--- config.mk ---
export PLATFORM = sky130hd
export DESIGN_NAME = socket_clock_reset
export DESIGN_NICKNAME = d
export VERILOG_FILES = /design/src/design/socket_clk_pkg.sv /design/src/design/sync2.sv /design/src/design/socket_clock_reset.sv
export SDC_FILE = /design/constraint.sdc
export NUM_CORES = 1
export LEC_CHECK = 0
export BUFFER_PORTS_ARGS = -buffer_cell sky130_fd_sc_hd__buf_2
export CAP_MARGIN = 20
export CORE_ASPECT_RATIO = 0.5
export CORE_MARGIN = 2
export CORE_UTILIZATION = 37
export DETAILED_ROUTE_END_ITERATION = 10
export PLACE_DENSITY = 0.58
export SYNTH_ARGS = -nofsm -noshare
export SYNTH_HDL_FRONTEND = slang
export SYNTH_HIERARCHICAL = 1
export SYNTH_SLANG_ARGS = --single-unit
--- constraint.sdc ---
create_clock -name sys_clk -period 2.4 [get_ports sys_clk]
set_input_delay 0 -clock sys_clk [delete_from_list [all_inputs] [get_ports sys_clk]]
set_output_delay 0 -clock sys_clk [all_outputs]
set_load 0.01 [all_outputs]
--- src/design/socket_clk_pkg.sv ---
// Functional notes
// - Socket signals other than control pins are sampled on the card clock rise.
// - Card clock runs at half the host bus clock rate when running full speed.
// - Card clock may slow or stop; a stopped clock sits low.
// - Before slowing or stopping, clock-run is driven high for one clock, then released, to announce the decrease.
// - During socket reset the controller drives socket lines to valid levels.
// - Reset asserts at any time, but releases only on a card clock rise.
// - Address and data share one bus driven by the phase owner.
// - Address phase carries a 32-bit address, data phase data, bit 31 MSB.
package socket_clk_pkg;
    localparam int SYS_CLK_PERIOD_NS   = 20;
    localparam int CCLK_FULL_PERIOD_NS = 40;
    localparam int CCLK_SLOW_PERIOD_NS = 640;
    localparam int FULL_HALF_CYCLES    = CCLK_FULL_PERIOD_NS / (2 * SYS_CLK_PERIOD_NS);
    localparam int SLOW_HALF_CYCLES    = CCLK_SLOW_PERIOD_NS / (2 * SYS_CLK_PERIOD_NS);
    localparam int DIV_W               = 5;
    localparam logic [DIV_W-1:0] FULL_RELOAD = DIV_W'(FULL_HALF_CYCLES - 1);
    localparam logic [DIV_W-1:0] SLOW_RELOAD = DIV_W'(SLOW_HALF_CYCLES - 1);
    localparam logic [2:0] ANNOUNCE_LAST = 3'h3;
    localparam int NUM_SOCKETS = 2;
    localparam int BUS_W       = 32;

    localparam logic [1:0] MODE_FULL = 2'h0;
    localparam logic [1:0] MODE_SLOW = 2'h1;
    localparam logic [1:0] MODE_STOP = 2'h2;

    typedef enum logic [1:0] {
        ST_RUN,
        ST_ANNOUNCE,
        ST_SLOW,
        ST_STOP
    } clk_state_t;

    typedef struct packed {
        logic [1:0]       mode;
        logic             reset_req;
        logic             drive_en;
        logic [BUS_W-1:0] drive_data;
        logic             addr_phase;
    } sock_req_t;

    typedef struct packed {
        clk_state_t       clk_state;
        logic             reset_active;
        logic             sample_valid;
        logic             sample_addr;
        logic [BUS_W-1:0] sample_data;
    } sock_status_t;

    typedef struct packed {
        logic             clkrun_in;
        logic [BUS_W-1:0] cad_in;
    } sock_pins_in_t;

    typedef struct packed {
        logic             cclk;
        logic             clkrun_out;
        logic             clkrun_oe;
        logic             crst_n;
        logic [BUS_W-1:0] cad_out;
        logic             cad_oe;
    } sock_pins_out_t;

    typedef struct packed {
        clk_state_t       st;
        logic [DIV_W-1:0] div;
        logic [2:0]       edges;
        logic             cclk;
        logic             clkrun_out;
        logic             clkrun_oe;
        logic             crst_n;
        logic [BUS_W-1:0] cad_out;
        logic             cad_oe;
        logic             smp_valid;
        logic             smp_addr;
        logic [BUS_W-1:0] smp_data;
    } sock_state_t;

    localparam sock_state_t SOCK_RST = '{
        st:         ST_RUN,
        div:        '0,
        edges:      3'h0,
        cclk:       1'b0,
        clkrun_out: 1'b0,
        clkrun_oe:  1'b1,
        crst_n:     1'b0,
        cad_out:    32'h0000_0000,
        cad_oe:     1'b1,
        smp_valid:  1'b0,
        smp_addr:   1'b0,
        smp_data:   32'h0000_0000
    };
endpackage

--- src/design/sync2.sv ---
`timescale 1ns/100ps
module sync2 #(
    parameter int W = 1
) (
    input  wire logic         sys_clk,
    input  wire logic         rst_n,
    input  wire logic [W-1:0] d,
    output logic      [W-1:0] q
);
    logic [W-1:0] meta;

    always_ff @(posedge sys_clk or negedge rst_n) begin
        if (!rst_n) begin
            meta <= '0;
            q    <= '0;
        end else begin
            meta <= d;
            q    <= meta;
        end
    end
endmodule

--- src/design/socket_clock_reset.sv ---
`timescale 1ns/100ps
module socket_clock_reset (
    input  wire logic                         sys_clk,
    input  wire logic                         rst_n,
    input  socket_clk_pkg::sock_req_t      [1:0] req,
    output socket_clk_pkg::sock_status_t   [1:0] status,
    input  socket_clk_pkg::sock_pins_in_t  [1:0] pins_in,
    output socket_clk_pkg::sock_pins_out_t [1:0] pins_out
);
    genvar g;

    generate
        for (g = 0; g < socket_clk_pkg::NUM_SOCKETS; g++) begin : g_sock
            socket_clk_pkg::sock_state_t   s;
            socket_clk_pkg::sock_state_t   next_s;
            socket_clk_pkg::sock_pins_in_t pin_sync;
            logic                          rise;
            logic                          fall;
            logic                          runs;
            logic [socket_clk_pkg::DIV_W-1:0] reload;

            sync2 #(
                .W($bits(socket_clk_pkg::sock_pins_in_t))
            ) u_sync (
                .sys_clk(sys_clk),
                .rst_n  (rst_n),
                .d      (pins_in[g]),
                .q      (pin_sync)
            );

            always_comb begin
                next_s           = s;
                next_s.smp_valid = 1'b0;
                rise             = 1'b0;
                fall             = 1'b0;
                // Stopped clock finishes its high half, then parks low
                runs = (s.st != socket_clk_pkg::ST_STOP) || s.cclk;
                reload = (s.st == socket_clk_pkg::ST_SLOW || s.st == socket_clk_pkg::ST_STOP)
                       ? socket_clk_pkg::SLOW_RELOAD : socket_clk_pkg::FULL_RELOAD;
                if (runs) begin
                    if (s.div == '0) begin
                        next_s.cclk = ~s.cclk;
                        next_s.div  = reload;
                        rise        = ~s.cclk;
                        fall        = s.cclk;
                    end else begin
                        next_s.div = s.div - 1'b1;
                    end
                end

                if (req[g].reset_req) begin
                    // Assert at once, whatever the card clock is doing
                    next_s.crst_n     = 1'b0;
                    next_s.cad_oe     = 1'b1;
                    next_s.cad_out    = 32'h0000_0000;
                    next_s.clkrun_oe  = 1'b1;
                    next_s.clkrun_out = 1'b0;
                    next_s.st         = socket_clk_pkg::ST_RUN;
                    next_s.edges      = 3'h0;
                end else if (!s.crst_n) begin
                    // Release lines up with the card clock rise
                    if (rise) begin
                        next_s.crst_n = 1'b1;
                    end
                end else begin
                    if (rise) begin
                        next_s.smp_valid = 1'b1;
                        next_s.smp_addr  = req[g].addr_phase;
                        next_s.smp_data  = pin_sync.cad_in;
                    end
                    if (fall) begin
                        // Drive changes away from the sampling edge
                        next_s.cad_oe  = req[g].drive_en;
                        next_s.cad_out = req[g].drive_data;
                    end
                    case (s.st)
                        socket_clk_pkg::ST_RUN: begin
                            next_s.clkrun_oe  = 1'b1;
                            next_s.clkrun_out = 1'b0;
                            if (req[g].mode != socket_clk_pkg::MODE_FULL && rise) begin
                                // Drive high for one clock, then release
                                next_s.st         = socket_clk_pkg::ST_ANNOUNCE;
                                next_s.clkrun_out = 1'b1;
                                next_s.edges      = 3'h0;
                            end
                        end
                        socket_clk_pkg::ST_ANNOUNCE: begin
                            if (rise) begin
                                next_s.clkrun_oe = 1'b0;
                                next_s.edges     = s.edges + 3'h1;
                                if (!s.clkrun_oe && !pin_sync.clkrun_in) begin
                                    next_s.st         = socket_clk_pkg::ST_RUN;
                                    next_s.clkrun_oe  = 1'b1;
                                    next_s.clkrun_out = 1'b0;
                                end else if (s.edges == socket_clk_pkg::ANNOUNCE_LAST) begin
                                    case (req[g].mode)
                                        socket_clk_pkg::MODE_SLOW: begin
                                            next_s.st = socket_clk_pkg::ST_SLOW;
                                        end
                                        socket_clk_pkg::MODE_STOP: begin
                                            next_s.st = socket_clk_pkg::ST_STOP;
                                        end
                                        default: begin
                                            next_s.st         = socket_clk_pkg::ST_RUN;
                                            next_s.clkrun_oe  = 1'b1;
                                            next_s.clkrun_out = 1'b0;
                                        end
                                    endcase
                                end
                            end
                        end
                        socket_clk_pkg::ST_SLOW, socket_clk_pkg::ST_STOP: begin
                            next_s.clkrun_oe = 1'b0;
                            if (!pin_sync.clkrun_in
                                || req[g].mode == socket_clk_pkg::MODE_FULL) begin
                                next_s.st         = socket_clk_pkg::ST_RUN;
                                next_s.clkrun_oe  = 1'b1;
                                next_s.clkrun_out = 1'b0;
                                next_s.div        = '0;
                            end else if (s.st == socket_clk_pkg::ST_SLOW
                                         && req[g].mode == socket_clk_pkg::MODE_STOP
                                         && rise) begin
                                next_s.st         = socket_clk_pkg::ST_ANNOUNCE;
                                next_s.clkrun_oe  = 1'b1;
                                next_s.clkrun_out = 1'b1;
                                next_s.edges      = 3'h0;
                            end else if (s.st == socket_clk_pkg::ST_STOP
                                         && req[g].mode == socket_clk_pkg::MODE_SLOW) begin
                                next_s.st  = socket_clk_pkg::ST_SLOW;
                                next_s.div = '0;
                            end
                        end
                        default: begin
                            next_s.st = socket_clk_pkg::ST_RUN;
                        end
                    endcase
                end
            end

            always_ff @(posedge sys_clk or negedge rst_n) begin
                if (!rst_n) begin
                    s <= socket_clk_pkg::SOCK_RST;
                end else begin
                    s <= next_s;
                end
            end

            assign pins_out[g].cclk         = s.cclk;
            assign pins_out[g].clkrun_out   = s.clkrun_out;
            assign pins_out[g].clkrun_oe    = s.clkrun_oe;
            assign pins_out[g].crst_n       = s.crst_n;
            assign pins_out[g].cad_out      = s.cad_out;
            assign pins_out[g].cad_oe       = s.cad_oe;
            assign status[g].clk_state      = s.st;
            assign status[g].reset_active   = ~s.crst_n;
            assign status[g].sample_valid   = s.smp_valid;
            assign status[g].sample_addr    = s.smp_addr;
            assign status[g].sample_data    = s.smp_data;
        end
    endgenerate
endmodule

Word level (Yosys, flattened, before mapping)
Cells that the tools add are included.
- input bits: 142
- bits in registers: 294
- output and inout port bits: 148
- word-level logic and storage cells: 204
- reductions and logical operators: 50
- bitwise gates (word level): 6
- add/sub/neg operators: 4
- eq/ne operators: 30
- multiplexer cells: 86
- operators with widths (cell ; count):
    34-bit 2-to-1 mux ; 4
    67-bit 2-to-1 mux ; 2
    36-bit 2-to-1 mux ; 2
    33-bit 2-to-1 mux ; 2
    2-bit 2-to-1 mux ; 26
    5-bit 2-to-1 mux ; 10
    3-bit 2-to-1 mux ; 10
    5-bit AND reduction ; 6
    7-bit 2-to-1 mux ; 4
    3-bit inequality test, second input constant ; 8
    4-bit inequality test, second input constant ; 6
    2-bit one-hot mux with 3 select lines ; 4
    10-bit 2-to-1 mux ; 2
    3-bit one-hot mux with 3 select lines ; 2
    1-bit 2-to-1 mux ; 14
    2-bit == test, second input constant ; 6
    2-bit AND reduction ; 6
    2-bit nonzero test ; 6
    1-bit logical AND ; 10
    5-bit zero test ; 2
    5-bit inequality test, second input constant ; 2
    5-bit by 1-bit subtractor with 5-bit output, second input constant ; 2
    2-bit by 1-bit == test with 1-bit output, second input constant ; 4
    2-bit zero test ; 4
    10 further kinds ; 32

Depth between registers and ports, before layout
- word-level depth: 11
- mapped depth: 8
- gate-level depth less buffers: 7

Modules after synthesis
The synthesis kept the hierarchy.
- by module, submodules not included (module ; instances ; cells an instance ; area an instance (sq um) ; sequential area each (sq um)):
    socket_clock_reset ; 1 ; 660 ; 7776.2 ; 4058.9
    sync2 ; 2 ; 66 ; 1651.6 ; 1651.6

Worst setup path after synthesis
OpenSTA, ideal clock, no wires.
- path type: flip-flop to flip-flop
- from: reg g_sock[1].s[74] (netlist name)
- to: reg g_sock[1].s (netlist bit pins_out[72])
- library setup time: 127 ps
- period minus slack after synthesis: 2193 ps
- cell stages (with the launch flop): 8
- data required time: 2273 ps
- buffers on the path: 0
- setup slack: 207 ps
- arrival: 2065 ps
- cells stage by stage: dfrtp_1 inv_1 ha_1 or3b_4 nor3_4 a221oi_1 or3_1 mux2_1
- word-level cells in the longest chain between the ends: 8
- elaborated cells on any way between the ends: 12
- classes of those cells: 2 x eq/ne; 6 x mux; 4 x reduce/logical
- ends and longest elaborated chain (item ; RTL line ; source):
    start, declared ; socket_clock_reset.sv:14 ; socket_clk_pkg::sock_state_t s;
    start signal, assigned ; socket_clock_reset.sv:142 ; s <= socket_clk_pkg::SOCK_RST;
    start signal, assigned ; socket_clock_reset.sv:144 ; s <= next_s;
    5-bit zero test * ; socket_clock_reset.sv:41 ; if (s.div == '0) begin
    1-bit 2-to-1 mux * ; socket_clock_reset.sv:41 ;
    1-bit 2-to-1 mux * ; socket_clock_reset.sv:40 ; if (runs) begin
    1-bit logical AND ; socket_clock_reset.sv:80 ; if (req[g].mode != socket_clk_pkg::MODE_FULL && rise) begin
    1-bit 2-to-1 mux ; socket_clock_reset.sv:80 ;
    2-bit one-hot mux with 3 select lines ; socket_clock_reset.sv:76 ; case (s.st)
    2-bit 2-to-1 mux ; socket_clock_reset.sv:60 ; end else if (!s.crst_n) begin
    36-bit 2-to-1 mux ; socket_clock_reset.sv:51 ; if (req[g].reset_req) begin
Every way passes the cells marked *; elsewhere a longest branch is shown, timed or not. The select of a mux whose other input is x is not followed.
A chain may end at the register's enable or synchronous reset.

Final worst setup path
Ends and elaborated chain as after synthesis.

==> run_summary.xml <==
<?xml version="1.0" encoding="UTF-8"?>
<metrics>
  <group name="global_routing">
    <metric name="met2_usage" unit="%">27.5</metric>
    <metric name="gr-usage-met3" unit="%">3.04</metric>
    <metric name="grt_antenna_before_repair" unit="">0</metric>
    <metric name="first_global_vias" unit="">7292</metric>
    <metric name="globalRouteTotalUtil" unit="%">15.5</metric>
    <metric name="grt_start_max_net_pins" unit="">80</metric>
    <metric name="wire_length_of_the_first_global_routing_pass" unit="mm">38.7</metric>
    <metric name="grtUsageMet1" unit="%">18.8</metric>
    <metric name="global_route_layer_with_the_greatest_usage" unit="">met2</metric>
    <metric name="grt_overflow_total" unit="">0</metric>
  </group>
  <group name="setup_path">
    <metric name="setup.worst_path.class" unit="">register to register</metric>
    <metric name="worstRegToRegCells" unit="">7</metric>
    <metric name="worst_ep_required_time" unit="ns">2.83</metric>
    <metric name="slowest_delay" unit="ns">0.43</metric>
    <metric name="worst_r2r_endpoint" unit="">pins_out[72]$_DFFE_PN0P_</metric>
    <metric name="critPathBufInv" unit="">1</metric>
    <metric name="critical_path.max_fanout" unit="">7</metric>
    <metric name="setup.worst_path.start_class" unit="">register</metric>
    <metric name="regToRegSetupSlack" unit="ns">0.15</metric>
    <metric name="critical_path.endpoint_type" unit="">register</metric>
    <metric name="timing.critical_path.arrival" unit="ns">2.68</metric>
    <metric name="cpLargestDelayFamily" unit="">simple AND/OR/NAND/NOR gates</metric>
    <metric name="timing.critical_path.slowest_stage_cell" unit="">sky130_fd_sc_hd__or3_1</metric>
    <metric name="crit-reg2reg-launch" unit="">g_sock[1].s[74]$_DFF_PN0_</metric>
    <metric name="cell_chain_of_the_critical_path" unit="">inv_1 &gt; ha_1 &gt; or3b_4 &gt; nor3_4 &gt; a221oi_1 &gt; or3_1 &gt; mux2_1</metric>
  </group>
  <group name="routing">
    <metric name="detail-route-antenna-nets" unit="">0</metric>
    <metric name="vias" unit="">6859</metric>
    <metric name="remaining_drc_errors" unit="">4</metric>
    <metric name="drt_pass1_iterations" unit="">7</metric>
    <metric name="route.detailed.wl_per_inst" unit="um">16.2</metric>
    <metric name="routed_wirelength" unit="mm">24.3</metric>
    <metric name="detail_route.iter0.violations" unit="">368</metric>
    <metric name="post_drt_via_cell_ratio" unit="">4.58</metric>
  </group>
  <group name="yosys">
    <metric name="ys_warn_count" unit="">6</metric>
    <metric name="synth.most_common_cell" unit="">sky130_fd_sc_hd__dfrtp_1</metric>
    <metric name="post_synth_edffs" unit="">0</metric>
    <metric name="synth_largest_type_area_fraction" unit="%">65.5</metric>
    <metric name="asyncSetResetFlopFracSynth" unit="%">100</metric>
    <metric name="syn_area" unit="um^2">11100</metric>
    <metric name="synth_area_per_cell" unit="um^2">14.0</metric>
    <metric name="yosys_cell_types" unit="">52</metric>
    <metric name="seq_area_frac_synth" unit="%">66.4</metric>
    <metric name="synth_top_area_cell" unit="">sky130_fd_sc_hd__dfrtp_1</metric>
    <metric name="synth_cells" unit="">792</metric>
    <metric name="ys_dominant_reg_cell" unit="">sky130_fd_sc_hd__dfrtp_1</metric>
    <metric name="synth.top_cells.by_count" unit="">sky130_fd_sc_hd__dfrtp_1 (290), sky130_fd_sc_hd__buf_4 (146), sky130_fd_sc_hd__mux2_2 (68)</metric>
    <metric name="postSynthRegisterBits" unit="">294</metric>
    <metric name="synth_area_leaders" unit="">sky130_fd_sc_hd__dfrtp_1 (65%), sky130_fd_sc_hd__buf_4 (9.9%), sky130_fd_sc_hd__mux2_2 (6.9%)</metric>
    <metric name="syn-num-nets" unit="">947</metric>
  </group>
  <group name="placement">
    <metric name="place.detailed.hpwl" unit="mm">15.7</metric>
    <metric name="finalWeightedCongestion" unit="">0.829</metric>
    <metric name="placedInstanceArea" unit="um^2">12000</metric>
    <metric name="port-buffer-count" unit="">289</metric>
    <metric name="place_worst_setup_slack" unit="ns">0.149</metric>
  </group>
  <group name="floorplanning">
    <metric name="design.portCount" unit="">290</metric>
    <metric name="die_y" unit="um">126</metric>
    <metric name="floorplan.die.width" unit="um">249</metric>
    <metric name="floorplan.rows" unit="">44</metric>
    <metric name="initial_core_util" unit="%">37.9</metric>
    <metric name="total_die_area" unit="um^2">31400</metric>
    <metric name="core_area" unit="um^2">29200</metric>
  </group>
  <group name="sta">
    <metric name="slew_limit_headroom" unit="%">66.6</metric>
    <metric name="setup-violations-final" unit="">0</metric>
    <metric name="clock-skew-final" unit="ns">0.0179</metric>
    <metric name="finalMaxSlewViolations" unit="">0</metric>
    <metric name="rsz0062_at_grt" unit="">no</metric>
    <metric name="setup_ws" unit="ns">0.150</metric>
    <metric name="worst_hold_slack" unit="ns">0.0634</metric>
    <metric name="max_freq" unit="GHz">0.445</metric>
    <metric name="worstMarginPinSlew" unit="ns">0.496</metric>
    <metric name="finalHoldViolCount" unit="">0</metric>
    <metric name="post-route-min-period" unit="ns">2.25</metric>
    <metric name="min_period_over_period" unit="%">93.7</metric>
    <metric name="fin_setup_tns" unit="ns">0</metric>
  </group>
  <group name="final_layout">
    <metric name="postLayoutCoreUtil" unit="%">49.0</metric>
    <metric name="layout-area-overhead-vs-synth" unit="%">29.3</metric>
    <metric name="design.final.nets" unit="">1243</metric>
    <metric name="layout-drive-gt1-share" unit="%">38.8</metric>
    <metric name="num_antenna_cells" unit="">0</metric>
    <metric name="layout.cell_area.non_filler" unit="um^2">14300</metric>
  </group>
  <group name="status">
    <metric name="violations_in_the_final_reports" unit="">DRC</metric>
    <metric name="run_status" unit="">finished, violations left</metric>
  </group>
  <group name="power_and_ir_drop">
    <metric name="worst_ir_drop_vdd" unit="uV">453</metric>
    <metric name="cellInternalPower" unit="mW">8.66</metric>
    <metric name="reported_leakage_power" unit="nW">7.34</metric>
    <metric name="power.switching_fraction" unit="%">25.6</metric>
    <metric name="pwr-share-seq" unit="%">49.1</metric>
    <metric name="power.combinational.fraction" unit="%">14.1</metric>
    <metric name="power.switching" unit="mW">2.97</metric>
    <metric name="share_clk_of_total_power" unit="%">36.8</metric>
    <metric name="power-per-cell-area" unit="nW/um^2">812</metric>
  </group>
  <group name="clock_tree">
    <metric name="max-clock-path-buffers" unit="">3</metric>
    <metric name="root_driver" unit="">sky130_fd_sc_hd__clkbuf_16</metric>
    <metric name="clock_sink_count" unit="">294</metric>
    <metric name="cts.clk_slew.worst_paths" unit="ns">0.07</metric>
    <metric name="tritoncts" unit="">yes</metric>
    <metric name="count_of_h_tree_levels_built_during_cts" unit="">1</metric>
    <metric name="number_of_clock_buffers_inserted_by_tritoncts" unit="">27</metric>
    <metric name="postCtsResizedCells" unit="">0</metric>
    <metric name="clk-insertion-delay-late" unit="ns">0.56</metric>
  </group>
  <group name="worst_hold_path">
    <metric name="min-delay-path-class" unit="">input pin to async pin</metric>
  </group>
  <group name="run">
    <metric name="cap_viol_max_count" unit="">0</metric>
  </group>
</metrics>
-- metrics by stage --
stage	instances	power (mW)
2_1_floorplan	792	6.89
3_3_place_gp	1311	7.22
3_5_place_dp	1311	7.28
4_1_cts	1498	11.8
5_1_grt	1499	12.2
6_report	1499	11.6
-- flip-flops by register name, summed over array words and instances, names as in the netlist --
name,flops
g_sock.u_sync/q,66
g_sock.s,16
g_sock.u_sync/meta,66
status,72
pins_out,74
-- power groups by stage --
stage                     Combinational [mW]  Clock [mW]  Sequential (mW)
final                                   1.64        4.28             5.71
after global routing                    1.80        4.67             5.77
after detailed placement                1.48           0             5.80
after CTS                               1.66        4.45             5.71
after global placement                  1.44           0             5.79
after floorplan                         1.17           0             5.72
-- kinds of logic (layout without fill, tap and decap cells) --
| family | count (synthesis) | after routing | share of synthesized area (%) |
|---|---|---|---|
| xor+xnor | 2 | 2 | 0.158 |
| simple gates | 97 | 97 | 4.83 |
| compound gates | 119 | 119 | 8.28 |
| flops | 294 | 294 | 66.4 |
| buf+inv | 197 | 513 | 11.7 |
| mux | 70 | 70 | 7.10 |
| fa+ha+maj | 13 | 13 | 1.47 |
-- worst max path at each step --
stage,endpoint,depth (start not counted),from,slack [ns]
2_1_floorplan,pins_out[72]$_DFFE_PN0P_,7,g_sock[1].s[74]$_DFF_PN0_,0.21
3_3_place_gp,pins_out[72]$_DFFE_PN0P_,7,g_sock[1].s[74]$_DFF_PN0_,0.19
3_5_place_dp,pins_out[72]$_DFFE_PN0P_,7,g_sock[1].s[74]$_DFF_PN0_,0.15
4_1_cts,status[29]$_DFFE_PN0P_,7,g_sock[0].s[74]$_DFF_PN0_,0.13
5_1_grt,pins_out[72]$_DFFE_PN0P_,7,g_sock[1].s[74]$_DFF_PN0_,0.02
6_report,pins_out[72]$_DFFE_PN0P_,7,g_sock[1].s[74]$_DFF_PN0_,0.15
-- per-layer routing --
layer | up-vias | part of all wire (%)
met4 | 0 | 3.9
met2 | 180 | 51
met1 | 3448 | 41
met5 | - | 0
met3 | 62 | 4.1
li1 | 3169 | -
-- what timing repair did --
item,in CTS,in global routing
hold buffers,138,0
setup buffers,0,1
endpoints found under the setup margin,0,1
hold endpoints to repair,435,0
-- cells in the final DEF (no fill, tap or decap), drive strengths merged, types with 3 or more instances in the layout --
master,synthesis,routed
o31ai,3,3
a31oi,6,6
a311oi,3,3
a221oi,3,3
nand2b,3,3
a21o,3,3
dfrtp,290,290
nor2,19,19
nor2b,4,4
dlygate4sd3,0,137
clkinv,0,5
nor3,9,9
o21ai,11,11
or3,4,4
a21oi,13,13
and3,3,3
inv,23,25
nand2,28,28
nand3b,5,5
a22o,64,64
nand3,7,7
buf,156,304
dfstp,4,4
clkbuf,18,40
mux2,69,69
or2,3,3
ha,13,13
-- area by class of cell --
cell class / count / area, um^2
fill: 2521 / 14900
sequential: 294 / 7360
timing repair buffer: 441 / 3060
multi-input combinational: 301 / 2440
clock buffer: 40 / 785
tap: 391 / 489
clock inverter: 9 / 98.8
inverter: 23 / 86.3
Note: power is estimated with default switching activity, not from simulation.
